### src/flash_pkg.sv
// Shared constants, types and register map of the serial flash lane block.
package flash_pkg;

  // How it works
  // Hold ignored in quad protocol or DTR.
  // Lock bit and low protect pin block status writes.
  // Protect pin becomes lane two during quad transfers.
  // Single commands: lane zero in, lane one out.
  // Dual commands: lanes zero and one bidirectional.
  // Quad commands: all four lanes bidirectional.
  // Host drives the protect pin level except during quad output, when the device drives lane two.
  // Select high: standby, outputs off, busy continues.
  // Hold pauses transfer, outputs off, inputs ignored.
  // DTR samples and drives on both clock edges.

  // ---------------------------------------------------------------------------
  // Register map.
  // ---------------------------------------------------------------------------
  localparam logic [7:0] ADDR_CTRL   = 8'h00;
  localparam logic [7:0] ADDR_STATUS = 8'h04;
  localparam logic [7:0] ADDR_SREG   = 8'h08;
  localparam logic [7:0] ADDR_TXDATA = 8'h0C;
  localparam logic [7:0] ADDR_RXDATA = 8'h10;

  localparam int CTRL_DTR_BIT     = 2;
  localparam int CTRL_HOLD_EN_BIT = 3;
  localparam int ST_WIP           = 0;
  localparam int ST_SELECTED      = 1;
  localparam int ST_HOLD          = 2;
  localparam int ST_WP_LEVEL      = 3;
  localparam int ST_LOCKED        = 4;
  localparam int ST_OVERFLOW      = 5;
  localparam int ST_REFUSED       = 6;
  localparam int ST_RX_AVAIL      = 7;
  localparam int ST_STANDBY       = 8;
  localparam int RX_VALID_BIT     = 8;
  localparam int SR_LOCK_BIT      = 7;

  localparam logic [1:0] RESP_OKAY   = 2'h0;
  localparam logic [1:0] RESP_SLVERR = 2'h2;

  // ---------------------------------------------------------------------------
  // Reset values, counts and link encodings.
  // ---------------------------------------------------------------------------
  localparam logic [7:0]  SR_RESET         = 8'h00;
  localparam logic [7:0]  SR_NV_MASK       = 8'hFC;
  localparam logic [7:0]  TX_RESET         = 8'hFF;
  localparam logic [15:0] WRSR_BUSY_CYCLES = 16'h0040;
  localparam logic [3:0]  BITS_PER_BYTE    = 4'h8;
  localparam int          FIFO_DEPTH       = 16;
  localparam int          FIFO_WIDTH       = 8;
  localparam int          SYNC_W           = 6;

  localparam logic [7:0] OP_WRSR           = 8'h01;
  localparam logic [7:0] OP_READ           = 8'h03;
  localparam logic [7:0] OP_RDSR           = 8'h05;
  localparam logic [7:0] OP_DUAL_OUT_READ  = 8'h3B;
  localparam logic [7:0] OP_DUAL_IO_READ   = 8'hBB;
  localparam logic [7:0] OP_QUAD_OUT_READ  = 8'h6B;
  localparam logic [7:0] OP_QUAD_IO_READ   = 8'hEB;
  localparam logic [7:0] OP_DUAL_PROG      = 8'hA2;
  localparam logic [7:0] OP_QUAD_PROG      = 8'h32;

  localparam logic [3:0] OE_NONE = 4'h0;
  localparam logic [3:0] OE_X1   = 4'h2;
  localparam logic [3:0] OE_X2   = 4'h3;
  localparam logic [3:0] OE_X4   = 4'hF;

  typedef enum logic [1:0] {PROTO_EXT, PROTO_DUAL, PROTO_QUAD} proto_t;
  typedef enum logic [1:0] {LANE_X1, LANE_X2, LANE_X4} lanes_t;
  typedef enum logic [1:0] {PH_IDLE, PH_CMD, PH_IN, PH_OUT} phase_t;

endpackage

### src/stream_if.sv
// Valid/ready byte stream between the lane logic and its receive FIFO.
interface stream_if #(parameter int W = 8);
  logic         valid;
  logic         ready;
  logic [W-1:0] data;
  modport src (output valid, output data, input ready);
  modport snk (input valid, input data, output ready);
endinterface

### src/flash_lane_io.sv
// Device-side serial flash lane mapping, protection and register slave.
//
// Added by the designer: the address map and the AXI4-Lite slave port.
module flash_lane_io
  import flash_pkg::*;
(
  input  wire logic        CLOCK_I,
  input  wire logic        RESET_N_I,
  input  wire logic        S_N_I,
  input  wire logic        SCK_I,
  input  wire logic [3:0]  DQ_I,
  output logic      [3:0]  DQ_O,
  output logic      [3:0]  DQ_OE_O,
  input  wire logic [7:0]  AXI_AWADDR_I,
  input  wire logic        AXI_AWVALID_I,
  output logic             AXI_AWREADY_O,
  input  wire logic [31:0] AXI_WDATA_I,
  input  wire logic [3:0]  AXI_WSTRB_I,
  input  wire logic        AXI_WVALID_I,
  output logic             AXI_WREADY_O,
  output logic [1:0]       AXI_BRESP_O,
  output logic             AXI_BVALID_O,
  input  wire logic        AXI_BREADY_I,
  input  wire logic [7:0]  AXI_ARADDR_I,
  input  wire logic        AXI_ARVALID_I,
  output logic             AXI_ARREADY_O,
  output logic [31:0]      AXI_RDATA_O,
  output logic [1:0]       AXI_RRESP_O,
  output logic             AXI_RVALID_O,
  input  wire logic        AXI_RREADY_I
);

  // ---------------------------------------------------------------------------
  // State.
  // ---------------------------------------------------------------------------
  typedef struct packed {
    logic        aw_held;
    logic [7:0]  awaddr;
    logic        w_held;
    logic [7:0]  wdata;
    logic        wstrb0;
    logic        awready;
    logic        wready;
    logic        bvalid;
    logic [1:0]  bresp;
    logic        arready;
    logic        rvalid;
    logic [31:0] rdata;
    logic [1:0]  rresp;
    proto_t      proto;
    logic        dtr;
    logic        hold_en;
    logic [7:0]  sreg;
    logic [7:0]  txd;
    logic        overflow;
    logic        refused;
    logic [15:0] busy_cnt;
    logic        sck_d;
    logic        cs_d;
    phase_t      ph;
    lanes_t      lanes;
    logic [7:0]  opcode;
    logic [7:0]  sh;
    logic [3:0]  bitcnt;
    logic        first_data;
    logic        wrsr_ok;
    logic [7:0]  wrsr_val;
    logic        push_pend;
    logic [7:0]  push_data;
    logic [3:0]  dq_o;
    logic [3:0]  dq_oe;
  } state_t;

  state_t      st_r;
  state_t      n;
  logic [5:0]  sync_q;
  logic        cs_s;
  logic        sck_s;
  logic [3:0]  dq_s;
  logic        rise;
  logic        fall;
  logic        hold_act;
  logic        locked;
  logic        busy;
  logic        active;
  logic        sample_ev;
  logic        drive_ev;
  logic        rx_pop;
  logic        byte_done;
  logic [7:0]  sr_view;
  logic [3:0]  step;

  stream_if #(.W(FIFO_WIDTH)) rx_in ();
  stream_if #(.W(FIFO_WIDTH)) rx_out ();

  // ---------------------------------------------------------------------------
  // Lane helpers.
  // ---------------------------------------------------------------------------
  function automatic lanes_t proto_lanes(input proto_t p);
    case (p)
      PROTO_DUAL: proto_lanes = LANE_X2;
      PROTO_QUAD: proto_lanes = LANE_X4;
      default:    proto_lanes = LANE_X1;
    endcase
  endfunction

  // Extended protocol widens only for dual or quad opcodes; the other
  // protocols keep their own width for the whole command.
  function automatic lanes_t op_lanes(input proto_t p, input logic [7:0] op);
    op_lanes = proto_lanes(p);
    if (p == PROTO_EXT) begin
      if (op == OP_QUAD_OUT_READ || op == OP_QUAD_IO_READ || op == OP_QUAD_PROG) begin
        op_lanes = LANE_X4;
      end else if (op == OP_DUAL_OUT_READ || op == OP_DUAL_IO_READ || op == OP_DUAL_PROG) begin
        op_lanes = LANE_X2;
      end
    end
  endfunction

  function automatic logic is_read(input logic [7:0] op);
    is_read = (op == OP_READ) || (op == OP_RDSR) || (op == OP_DUAL_OUT_READ) ||
              (op == OP_DUAL_IO_READ) || (op == OP_QUAD_OUT_READ) || (op == OP_QUAD_IO_READ);
  endfunction

  // Single lane drives only lane one; dual and quad drive their whole group.
  function automatic logic [3:0] oe_mask(input lanes_t l);
    case (l)
      LANE_X2: oe_mask = OE_X2;
      LANE_X4: oe_mask = OE_X4;
      default: oe_mask = OE_X1;
    endcase
  endfunction

  // ---------------------------------------------------------------------------
  // Pin synchronisation and edge detection.
  // ---------------------------------------------------------------------------
  bit_sync #(.W(SYNC_W)) u_sync (
    .clk_i   (CLOCK_I),
    .rst_n_i (RESET_N_I),
    .d_i     ({S_N_I, SCK_I, DQ_I}),
    .q_o     (sync_q)
  );

  // Edges are seen two system cycles late after the synchroniser, so the link clock must stay well
  // below a quarter of the system clock.
  assign cs_s  = sync_q[5];
  assign sck_s = sync_q[4];
  assign dq_s  = sync_q[3:0];
  assign rise  = sck_s && !st_r.sck_d;
  assign fall  = !sck_s && st_r.sck_d;
  assign busy  = (st_r.busy_cnt != 16'h0);

  // Hold shares lane three, so it is dropped whenever that lane may carry data.
  assign hold_act = st_r.hold_en && !cs_s && !dq_s[3] && (st_r.proto != PROTO_QUAD) &&
                    !st_r.dtr && (st_r.lanes != LANE_X4);
  // In quad protocol the protect pin is a data lane and never locks.
  assign locked = st_r.sreg[SR_LOCK_BIT] && !dq_s[2] && (st_r.proto != PROTO_QUAD);
  assign active = !cs_s && (st_r.ph != PH_IDLE) && !hold_act;
  assign sample_ev = active && (st_r.ph == PH_CMD || st_r.ph == PH_IN) &&
                     (rise || (st_r.dtr && fall));
  assign drive_ev = active && (st_r.ph == PH_OUT) && (fall || (st_r.dtr && rise));
  assign sr_view = {st_r.sreg[7:1], busy};

  // ---------------------------------------------------------------------------
  // Next state.
  // ---------------------------------------------------------------------------
  always_comb begin
    n         = st_r;
    rx_pop    = 1'b0;
    byte_done = 1'b0;
    step      = (st_r.lanes == LANE_X4) ? 4'h4 : (st_r.lanes == LANE_X2) ? 4'h2 : 4'h1;

    // Write address and data may arrive in either order; the write runs
    // once both are held and no response is outstanding.
    if (AXI_AWVALID_I && st_r.awready) begin
      n.aw_held = 1'b1;
      n.awaddr  = AXI_AWADDR_I;
    end
    if (AXI_WVALID_I && st_r.wready) begin
      n.w_held = 1'b1;
      n.wdata  = AXI_WDATA_I[7:0];
      n.wstrb0 = AXI_WSTRB_I[0];
    end
    if (st_r.bvalid && AXI_BREADY_I) begin
      n.bvalid = 1'b0;
    end
    if (st_r.aw_held && st_r.w_held && !st_r.bvalid) begin
      n.aw_held = 1'b0;
      n.w_held  = 1'b0;
      n.bvalid  = 1'b1;
      n.bresp   = RESP_OKAY;
      case (st_r.awaddr)
        ADDR_CTRL: if (st_r.wstrb0) begin
          n.proto   = (st_r.wdata[1:0] == 2'h1) ? PROTO_DUAL :
                      (st_r.wdata[1:0] == 2'h2) ? PROTO_QUAD : PROTO_EXT;
          n.dtr     = st_r.wdata[CTRL_DTR_BIT];
          n.hold_en = st_r.wdata[CTRL_HOLD_EN_BIT];
        end
        ADDR_STATUS: if (st_r.wstrb0) begin
          if (st_r.wdata[ST_OVERFLOW]) n.overflow = 1'b0;
          if (st_r.wdata[ST_REFUSED]) n.refused = 1'b0;
        end
        ADDR_SREG: if (st_r.wstrb0) begin
          n.sreg = st_r.wdata;
        end
        ADDR_TXDATA: if (st_r.wstrb0) begin
          n.txd = st_r.wdata;
        end
        ADDR_RXDATA: begin
        end
        default: begin
          n.bresp = RESP_SLVERR;
        end
      endcase
    end
    n.awready = !n.aw_held && !n.bvalid;
    n.wready  = !n.w_held && !n.bvalid;

    // Reads answer one cycle after the address is taken; a read of the
    // receive register pops the FIFO head.
    if (st_r.rvalid && AXI_RREADY_I) begin
      n.rvalid = 1'b0;
    end
    if (AXI_ARVALID_I && st_r.arready) begin
      n.rvalid = 1'b1;
      n.rresp  = RESP_OKAY;
      n.rdata  = '0;
      case (AXI_ARADDR_I)
        ADDR_CTRL: begin
          n.rdata[1:0]              = st_r.proto;
          n.rdata[CTRL_DTR_BIT]     = st_r.dtr;
          n.rdata[CTRL_HOLD_EN_BIT] = st_r.hold_en;
        end
        ADDR_STATUS: begin
          n.rdata[ST_WIP]      = busy;
          n.rdata[ST_SELECTED] = !cs_s;
          n.rdata[ST_HOLD]     = hold_act;
          n.rdata[ST_WP_LEVEL] = dq_s[2];
          n.rdata[ST_LOCKED]   = locked;
          n.rdata[ST_OVERFLOW] = st_r.overflow;
          n.rdata[ST_REFUSED]  = st_r.refused;
          n.rdata[ST_RX_AVAIL] = rx_out.valid;
          n.rdata[ST_STANDBY]  = cs_s && !busy;
        end
        ADDR_SREG:   n.rdata[7:0] = sr_view;
        ADDR_TXDATA: n.rdata[7:0] = st_r.txd;
        ADDR_RXDATA: begin
          n.rdata[7:0]          = rx_out.data;
          n.rdata[RX_VALID_BIT] = rx_out.valid;
          rx_pop                = rx_out.valid;
        end
        default: begin
          n.rresp = RESP_SLVERR;
        end
      endcase
    end
    n.arready = !n.rvalid;

    // The internal status-write cycle runs on whatever select does.
    n.sck_d = sck_s;
    n.cs_d  = cs_s;
    if (busy) begin
      n.busy_cnt = st_r.busy_cnt - 16'h1;
    end
    if (st_r.push_pend && rx_in.ready) begin
      n.push_pend = 1'b0;
    end

    if (cs_s) begin
      // Deselected: standby, and a complete status write is applied now, or refused if locked or busy.
      n.ph = PH_IDLE;
      if (!st_r.cs_d && st_r.wrsr_ok) begin
        n.wrsr_ok = 1'b0;
        if (locked || busy) begin
          n.refused = 1'b1;
        end else begin
          n.sreg     = (st_r.sreg & ~SR_NV_MASK) | (st_r.wrsr_val & SR_NV_MASK);
          n.busy_cnt = WRSR_BUSY_CYCLES;
        end
      end
    end else if (st_r.cs_d) begin
      n.ph         = PH_CMD;
      n.bitcnt     = 4'h0;
      n.lanes      = proto_lanes(st_r.proto);
      n.opcode     = 8'h00;
      n.first_data = 1'b1;
      n.wrsr_ok    = 1'b0;
    end else if (sample_ev) begin
      case (st_r.lanes)
        LANE_X4: n.sh = {st_r.sh[3:0], dq_s};
        LANE_X2: n.sh = {st_r.sh[5:0], dq_s[1:0]};
        default: n.sh = {st_r.sh[6:0], dq_s[0]};
      endcase
      n.bitcnt = st_r.bitcnt + step;
      if (n.bitcnt == BITS_PER_BYTE) begin
        byte_done = 1'b1;
        n.bitcnt  = 4'h0;
        if (st_r.ph == PH_CMD) begin
          n.opcode = n.sh;
          n.lanes  = op_lanes(st_r.proto, n.sh);
          if (is_read(n.sh)) begin
            n.ph = PH_OUT;
            n.sh = (n.sh == OP_RDSR) ? sr_view : st_r.txd;
          end else begin
            n.ph = PH_IN;
          end
        end else begin
          if (st_r.opcode == OP_WRSR && st_r.first_data) begin
            n.wrsr_ok  = 1'b1;
            n.wrsr_val = n.sh;
          end
          n.first_data = 1'b0;
        end
      end
    end else if (drive_ev) begin
      case (st_r.lanes)
        LANE_X4: n.dq_o = st_r.sh[7:4];
        LANE_X2: n.dq_o = {2'b00, st_r.sh[7:6]};
        default: n.dq_o = {2'b00, st_r.sh[7], 1'b0};
      endcase
      n.sh     = st_r.sh << step;
      n.bitcnt = st_r.bitcnt + step;
      if (n.bitcnt == BITS_PER_BYTE) begin
        n.bitcnt = 4'h0;
        n.sh     = (st_r.opcode == OP_RDSR) ? sr_view : st_r.txd;
      end
    end

    // Every received byte is offered to the FIFO; a byte that finds the slot
    // still taken is dropped, since the link itself cannot be stalled.
    if (byte_done) begin
      if (n.push_pend) begin
        n.overflow = 1'b1;
      end else begin
        n.push_pend = 1'b1;
        n.push_data = n.sh;
      end
    end

    n.dq_oe = (n.ph == PH_OUT && !cs_s && !hold_act) ? oe_mask(n.lanes) : OE_NONE;
  end

  // ---------------------------------------------------------------------------
  // Registers and outputs.
  // ---------------------------------------------------------------------------
  always_ff @(posedge CLOCK_I or negedge RESET_N_I) begin
    if (!RESET_N_I) begin
      st_r      <= '0;
      st_r.sreg <= SR_RESET;
      st_r.txd  <= TX_RESET;
    end else begin
      st_r <= n;
    end
  end

  stream_fifo #(.W(FIFO_WIDTH), .DEPTH(FIFO_DEPTH)) u_rx_fifo (
    .clk_i   (CLOCK_I),
    .rst_n_i (RESET_N_I),
    .in_s    (rx_in),
    .out_s   (rx_out)
  );

  assign rx_in.valid   = st_r.push_pend;
  assign rx_in.data    = st_r.push_data;
  assign rx_out.ready  = rx_pop;
  assign DQ_O          = st_r.dq_o;
  assign DQ_OE_O       = st_r.dq_oe;
  assign AXI_AWREADY_O = st_r.awready;
  assign AXI_WREADY_O  = st_r.wready;
  assign AXI_BRESP_O   = st_r.bresp;
  assign AXI_BVALID_O  = st_r.bvalid;
  assign AXI_ARREADY_O = st_r.arready;
  assign AXI_RDATA_O   = st_r.rdata;
  assign AXI_RRESP_O   = st_r.rresp;
  assign AXI_RVALID_O  = st_r.rvalid;
endmodule

### src/bit_sync.sv
// Two-stage synchroniser for a group of independent pin levels.
module bit_sync #(parameter int W = 1) (
  input  wire logic         clk_i,
  input  wire logic         rst_n_i,
  input  wire logic [W-1:0] d_i,
  output logic      [W-1:0] q_o
);
  typedef struct packed {
    logic [W-1:0] s1;
    logic [W-1:0] s2;
  } sync_t;

  sync_t st_r;
  sync_t st_nxt;

  // The first stage feeds only the second; nothing else looks at it.
  always_comb begin
    st_nxt    = st_r;
    st_nxt.s1 = d_i;
    st_nxt.s2 = st_r.s1;
  end

  // Both stages clear under reset.
  always_ff @(posedge clk_i or negedge rst_n_i) begin
    if (!rst_n_i) begin
      st_r <= '0;
    end else begin
      st_r <= st_nxt;
    end
  end

  assign q_o = st_r.s2;
endmodule

### src/stream_fifo.sv
// Flip-flop FIFO with valid/ready on both sides.
module stream_fifo #(parameter int W = 8, parameter int DEPTH = 16) (
  input  wire logic clk_i,
  input  wire logic rst_n_i,
  stream_if.snk     in_s,
  stream_if.src     out_s
);
  localparam int PW = $clog2(DEPTH);
  localparam int CW = $clog2(DEPTH + 1);

  typedef struct packed {
    logic [DEPTH-1:0][W-1:0] mem;
    logic [PW-1:0]           wp;
    logic [PW-1:0]           rp;
    logic [CW-1:0]           cnt;
  } fifo_t;

  fifo_t st_r;
  fifo_t st_nxt;
  logic  push;
  logic  pop;

  // Full and empty come straight from the stored count.
  assign in_s.ready  = (st_r.cnt != CW'(DEPTH));
  assign out_s.valid = (st_r.cnt != '0);
  assign out_s.data  = st_r.mem[st_r.rp];
  assign push        = in_s.valid && in_s.ready;
  assign pop         = out_s.valid && out_s.ready;

  // Pointers wrap explicitly so that a depth other than a power of two works.
  always_comb begin
    st_nxt = st_r;
    if (push) begin
      st_nxt.mem[st_r.wp] = in_s.data;
      st_nxt.wp = (st_r.wp == PW'(DEPTH - 1)) ? '0 : st_r.wp + PW'(1);
    end
    if (pop) begin
      st_nxt.rp = (st_r.rp == PW'(DEPTH - 1)) ? '0 : st_r.rp + PW'(1);
    end
    st_nxt.cnt = st_r.cnt + CW'(push) - CW'(pop);
  end

  // Storage and pointers clear under reset.
  always_ff @(posedge clk_i or negedge rst_n_i) begin
    if (!rst_n_i) begin
      st_r <= '0;
    end else begin
      st_r <= st_nxt;
    end
  end
endmodule

### config.mk
export PLATFORM = sky130hd
export DESIGN_NAME = flash_lane_io
export DESIGN_NICKNAME = d
export VERILOG_FILES = /design/src/flash_pkg.sv /design/src/stream_if.sv /design/src/flash_lane_io.sv /design/src/bit_sync.sv /design/src/stream_fifo.sv
export SDC_FILE = /design/constraint.sdc
export NUM_CORES = 1
export LEC_CHECK = 0
export BUFFER_PORTS_ARGS = -buffer_cell sky130_fd_sc_hd__buf_2
export CORE_MARGIN = 2
export CORE_UTILIZATION = 55
export CTS_CLUSTER_SIZE = 20
export DETAILED_ROUTE_END_ITERATION = 10
export PLACE_DENSITY_LB_ADDON = 0.3
export SLEW_MARGIN = 20
export SYNTH_ARGS = -nofsm -noshare
export SYNTH_HDL_FRONTEND = slang
export SYNTH_HIERARCHICAL = 1
export SYNTH_SLANG_ARGS = --single-unit
### constraint.sdc
create_clock -name CLOCK_I -period 4.1 [get_ports CLOCK_I]
set_input_delay 0.205 -clock CLOCK_I [delete_from_list [all_inputs] [get_ports CLOCK_I]]
set_output_delay 0.205 -clock CLOCK_I [all_outputs]
set_load 0.05 [all_outputs]
Word level (Yosys, flattened, before mapping)
Index checks and enable logic that the tools add are counted.
- register bits after elaboration: 281
- bits of input ports: 65
- output and inout bits: 49
- logic and storage cells: 280
- add/sub/neg operators: 6
- magnitude comparators: 3
- equal/unequal tests: 39
- shift-type cells: 1
- mux-type cells: 84
- bitwise operators: 6
- reductions and logical operators: 85
- operators with widths (kind ; count):
    8-bit two-way mux ; 17
    128-bit bitwise mux ; 1
    12-bit two-way mux ; 5
    35-bit two-way mux ; 1
    1-bit logical AND ; 34
    17-bit two-way mux ; 2
    34-bit two-way mux ; 1
    8-bit binary-select mux with 4-bit select ; 1
    8-bit demux with 4-bit select ; 1
    8-bit by 3-bit equality test with 1-bit output, second input constant ; 4
    8-bit by 4-bit equality test with 1-bit output, second input constant ; 4
    16-bit two-way mux ; 2
    10-bit two-way mux ; 3
    9-bit two-way mux ; 3
    8-bit equality test, second input constant ; 3
    2-bit two-way mux ; 12
    23-bit two-way mux ; 1
    20-bit two-way mux ; 1
    4-bit case mux with 5 select lines ; 1
    1-bit two-way mux ; 19
    18-bit two-way mux ; 1
    8-bit by 5-bit equality test with 1-bit output, second input constant ; 2
    8-bit by 6-bit equality test with 1-bit output, second input constant ; 2
    8-bit zero test ; 2
    other kinds (40) ; 101

Longest topological paths before layout
- word-level depth: 29
- mapped depth: 15
- mapped depth without buffers: 14

Hierarchy
Netlist, hierarchy kept.
- modules (own cells, without submodules) (module ; instances ; cells an instance ; area an instance (sq um) ; sequential area each (sq um)):
    flash_lane_io ; 1 ; 681 ; 6921.6 ; 3062.9
    stream_fifo ; 1 ; 462 ; 6895.4 ; 3528.4
    bit_sync ; 1 ; 12 ; 300.3 ; 300.3

Worst setup path after synthesis
Ideal clock, no wire load.
- kind: register to register
- start: register st_r[47] (netlist name)
- end: register st_r, in the netlist DQ_OE_O[0]
- library setup time: 0.073 ns
- arrival: 3.344 ns
- data required time: 4.027 ns
- path slack: 0.684 ns
- stages on the path, launching flop included: 15
- path buffers: 2
- period minus slack after synthesis: 3.416 ns
- path through: dfrtp_1 -> inv_1 -> ha_1 -> ha_1 -> fa_1 -> xor2_1 -> nor4b_1 -> mux2_2 -> nand3_1 -> clkbuf_1 -> buf_1 -> a21oi_1 -> a21oi_1 -> ha_1 -> nor2b_1
- RTL lines (what ; line ; text):
    end signal: assignment ; flash_lane_io.sv:352 ; st_r <= n;
    end: declaration ; flash_lane_io.sv:74 ; state_t st_r;

==> flow_summary.yaml <==
outcome:
  outcome: "finished clean"
timing:
  finalSetupTns_ps: 0
  hold_slack_ps: 119.2
  transition_time_at_the_pin_with_the_least_slew_margin_ps: 958.7
  finalSetupViolations: 0
  worst_slew_margin_relative_to_its_limit_pct: 36.08
  clock_skew_ps: 15.83
  max_clock_freq_mhz: 276.7
  finalMaxSlewViolations: 0
  fin_crit_sh_pct: 88.14
  finalHoldViolCount: 0
  grt_setup_unrepaired: "no"
  period_minus_slack_ps: 3614
clock_tree:
  h_tree_levels: 1
  clk_pin_slew_worst_paths_ps: 60
  cts_hold_repair.buffers: 28
  clk_root_buffer_cell: "sky130_fd_sc_hd__clkbuf_16"
  clock_sinks: 275
  postCtsResizedCells: 0
  post-cts-setup-buffers: 0
  clk-insertion-delay-late_ps: 550
  tritoncts.num_buffers: 30
  cts_tree: "built"
  clk_path_buf_depth: 3
synthesis:
  syn-instance-count: 1155
  synth-main-ff-cell: "sky130_fd_sc_hd__dfrtp_1"
  synth_enable_flop_cells: 0
  yosysSeqAreaShare_pct: 48.82
  async_flop_share_pct: 100.0
  synth-seq-cells: 275
  post_synth_instance_area_um2: 14120
  synth-warning-count: 6
  syn_area_per_cell_um2: 12.22
  synth_cell_types: 75
route:
  initialDrtViolationCount: 813
  route.antenna.remaining_nets: 0
  drt-wirelength-per-cell_um: 20.50
  route.vias.total: 9352
  drcViolationCount: 0
  finalWirelength_um: 32220
  avgViaCountPerCell: 5.949
  detail_route.first_pass.iterations: 5
power:
  cell_pwr_density_nw_per_um2: 425.3
  share_seq_of_total_power_pct: 46.3
  power.net_switching_uw: 1834
  cell_int_power_uw: 4859
  sw_frac_of_total_pct: 27.41
  share_comb_of_total_power_pct: 14.0
  power_share_of_the_clock_group_pct: 39.7
  leakagePower_uw: 0.007391
  ir_worst_vdd_v: 0.0003941
min_path:
  hold_end: "AXI_RDATA_O[8]$_DFFE_PN0P_"
  min_delay_path_depth: 4
  startpoint_of_the_tightest_hold_check_path: "AXI_ARVALID_I"
  min-delay-path-class: "in2reg"
placement:
  hpwl_um: 22060
  gp_routability_congestion: 0.9291
  port-buffer-count: 61
  dpl-instance-area_um2: 14470
worst_setup_path:
  r2r_depth: 11
  cp_data_required_time_ps: 4530
  timing.rr.end: "st_r[23]$_DFFE_PN0P_"
  worst_setup_path_category: "reg2reg"
  path_max_fanout: 17
  kind_of_launch_point_of_the_worst_setup_path: "flop"
  timing.critical_path.arrival_ps: 4040
  crit-reg2reg-launch: "st_r[47]$_DFF_PN0_"
  timing.critical_path.to_type: "flop"
  setup.reg_to_reg.worst_slack_ps: 490
floorplanning:
  floorplan.io_pins: 114
  core-area_um2: 25180
  placementRows: 58
  fp.dieH_um: 164.2
  fp.dieArea_um2: 26960
  die_width_um: 164.2
  initial_standard_cell_utilization_of_the_core_pct: 56.06
grt:
  grt.total_usage_pct: 24.50
  grt_antenna_before_repair: 0
  total_congestion_overflow: 0
  grt_max_degree: 127
  wire_length_of_the_first_global_routing_pass_um: 51400
  first_global_vias: 9352
cells_and_area:
  final_net_count: 1308
  multi_input_area_um2: 6570
  final_layout_size_suffix_gt1_share_pct: 28.82
  final-seq-area_um2: 6893
  antenna_cell_count: 0
  final_design_area_no_fill_um2: 15740
  area_delta_synth_final_pct: 11.47
  filler_cell_count: 1959
run:
  max_cap_violations: 0
-- how the worst max path moves through the flow --
stage	startpoint	end	cells past startpoint
2_1_floorplan	st_r[47]$_DFF_PN0_	DQ_OE_O[0]$_DFF_PN0_	14
3_3_place_gp	st_r[47]$_DFF_PN0_	st_r[20]$_DFFE_PN0P_	11
3_5_place_dp	st_r[47]$_DFF_PN0_	st_r[21]$_DFFE_PN0P_	11
4_1_cts	st_r[47]$_DFF_PN0_	st_r[21]$_DFFE_PN0P_	11
5_1_grt	st_r[47]$_DFF_PN0_	st_r[21]$_DFFE_PN0P_	11
6_report	st_r[47]$_DFF_PN0_	st_r[23]$_DFFE_PN0P_	11
-- state kept, by name, indices dropped and copies added (netlist names) --
signal / cells
AXI_BVALID_O: 1
u_sync/st_nxt: 6
rx_in.valid: 1
sr_view: 7
AXI_AWREADY_O: 1
st_r: 83
AXI_WREADY_O: 1
DQ_O: 4
AXI_ARREADY_O: 1
rx_in.data: 8
u_rx_fifo/st_r: 141
AXI_RVALID_O: 1
u_sync/q_o: 6
AXI_BRESP_O: 1
AXI_RDATA_O: 9
AXI_RRESP_O: 1
DQ_OE_O: 3
-- synth_stat cells, types with 3 or more instances --
cell type,number,area share (%)
sky130_fd_sc_hd__mux2i_1,72,5.1
sky130_fd_sc_hd__nor3_1,14,0.50
sky130_fd_sc_hd__a21o_1,8,0.43
sky130_fd_sc_hd__nand2_1,71,1.9
sky130_fd_sc_hd__nand2b_1,12,0.53
sky130_fd_sc_hd__xor2_1,12,0.74
sky130_fd_sc_hd__nor2_1,48,1.3
sky130_fd_sc_hd__nand4_1,4,0.18
sky130_fd_sc_hd__o211ai_1,3,0.16
sky130_fd_sc_hd__nand3_2,4,0.28
sky130_fd_sc_hd__nor2b_1,16,0.71
sky130_fd_sc_hd__mux4_2,23,3.7
sky130_fd_sc_hd__nor4_1,10,0.44
sky130_fd_sc_hd__a32oi_1,4,0.25
sky130_fd_sc_hd__buf_4,50,2.7
sky130_fd_sc_hd__or2_2,4,0.18
sky130_fd_sc_hd__nand3_4,12,1.5
sky130_fd_sc_hd__a221oi_1,18,1.1
sky130_fd_sc_hd__buf_1,3,0.080
sky130_fd_sc_hd__a221o_1,4,0.28
sky130_fd_sc_hd__ha_1,23,2.0
sky130_fd_sc_hd__o2bb2ai_1,3,0.19
sky130_fd_sc_hd__mux2_4,25,2.7
sky130_fd_sc_hd__a22o_1,7,0.43
sky130_fd_sc_hd__clkbuf_1,29,0.77
sky130_fd_sc_hd__mux2_2,144,11
sky130_fd_sc_hd__a211oi_1,4,0.21
sky130_fd_sc_hd__xnor2_1,9,0.56
sky130_fd_sc_hd__a21oi_1,41,1.5
sky130_fd_sc_hd__buf_6,4,0.32
sky130_fd_sc_hd__mux2_1,3,0.24
sky130_fd_sc_hd__and2_1,10,0.44
sky130_fd_sc_hd__nand3_1,11,0.39
sky130_fd_sc_hd__a22oi_1,24,1.3
sky130_fd_sc_hd__o21ai_0,50,1.8
sky130_fd_sc_hd__o22ai_1,6,0.27
sky130_fd_sc_hd__or3_1,3,0.13
sky130_fd_sc_hd__or4_1,4,0.21
sky130_fd_sc_hd__and3_1,4,0.18
sky130_fd_sc_hd__dfrtp_1,267,47
sky130_fd_sc_hd__dfstp_2,8,1.5
sky130_fd_sc_hd__nor4b_1,4,0.25
sky130_fd_sc_hd__inv_1,30,0.80
sky130_fd_sc_hd__buf_2,12,0.43
-- cell type report --
class	instances	share of cell area [%]
Sequential cell	275	43.80
Multi-Input combinational cell	773	41.75
Clock buffer	46	5.733
Timing Repair Buffer	107	4.802
Tap cell	330	2.624
Inverter	31	0.7394
Clock inverter	10	0.5486
-- layout by cell type (no fill, tap or decap), types with 28 or more instances in the layout --
cell	count
sky130_fd_sc_hd__nor2_1	48
sky130_fd_sc_hd__a21oi_1	41
sky130_fd_sc_hd__dlygate4sd3_1	28
sky130_fd_sc_hd__dfrtp_1	266
sky130_fd_sc_hd__mux2_2	144
sky130_fd_sc_hd__mux2i_1	72
sky130_fd_sc_hd__nand2_1	71
sky130_fd_sc_hd__o21ai_0	50
sky130_fd_sc_hd__inv_1	30
sky130_fd_sc_hd__clkbuf_16	31
sky130_fd_sc_hd__buf_2	60
-- kinds of logic after synthesis --
family,after synthesis,synth area share [%]
buffers and inverters,131,5.327
multiplexers,267,23.16
adder cells (fa/ha/maj),25,2.322
AND/OR/NAND/NOR,244,10.02
flip-flops,275,48.82
other,1,0.02656
XOR/XNOR,21,1.303
AO/OA/AOI/OAI,191,9.022
-- metrics by stage --
step                util, %  setup WS [ps]  cells  total power [µW]
finish                62.49          486.4   1572              6693
global route          62.49          231.1   1572              6986
CTS                   62.49          491.2   1572              6725
detailed placement    57.45          508.6   1488              4039
global placement      57.45          619.8   1488              4013
floorplan                 -          683.7   1179              3785
-- worst max-delay path, cell delays in order, from the launching register on --
cell	delay, ps
sky130_fd_sc_hd__dfrtp_1	430
sky130_fd_sc_hd__inv_1	80
sky130_fd_sc_hd__ha_1	540
sky130_fd_sc_hd__ha_1	370
sky130_fd_sc_hd__xor2_1	200
sky130_fd_sc_hd__nor4b_1	300
sky130_fd_sc_hd__mux2_2	220
sky130_fd_sc_hd__buf_4	240
sky130_fd_sc_hd__nand2_1	130
sky130_fd_sc_hd__nor2_1	190
sky130_fd_sc_hd__nand4_1	370
sky130_fd_sc_hd__mux2_2	410
-- power by group through the flow --
| stage | Sequential, µW | Combinational [µW] | Clock (µW) |
|---|---|---|---|
| 6_report | 3100 | 936 | 2660 |
| 5_1_grt | 3130 | 1030 | 2830 |
| 4_1_cts | 3090 | 929 | 2700 |
| 3_5_place_dp | 3140 | 903 | 0 |
| 3_3_place_gp | 3130 | 884 | 0 |
| 2_1_floorplan | 3120 | 668 | 0 |
-- per-layer routing --
metal	up-vias	track usage [%]	wire length [µm]
met5	-	0	0
met4	0	6.260	640
met3	41	4.747	2049
met2	269	37.89	14870
met1	4749	35.66	14660
li1	4293	-	-
(Power assumes the default switching activity.)
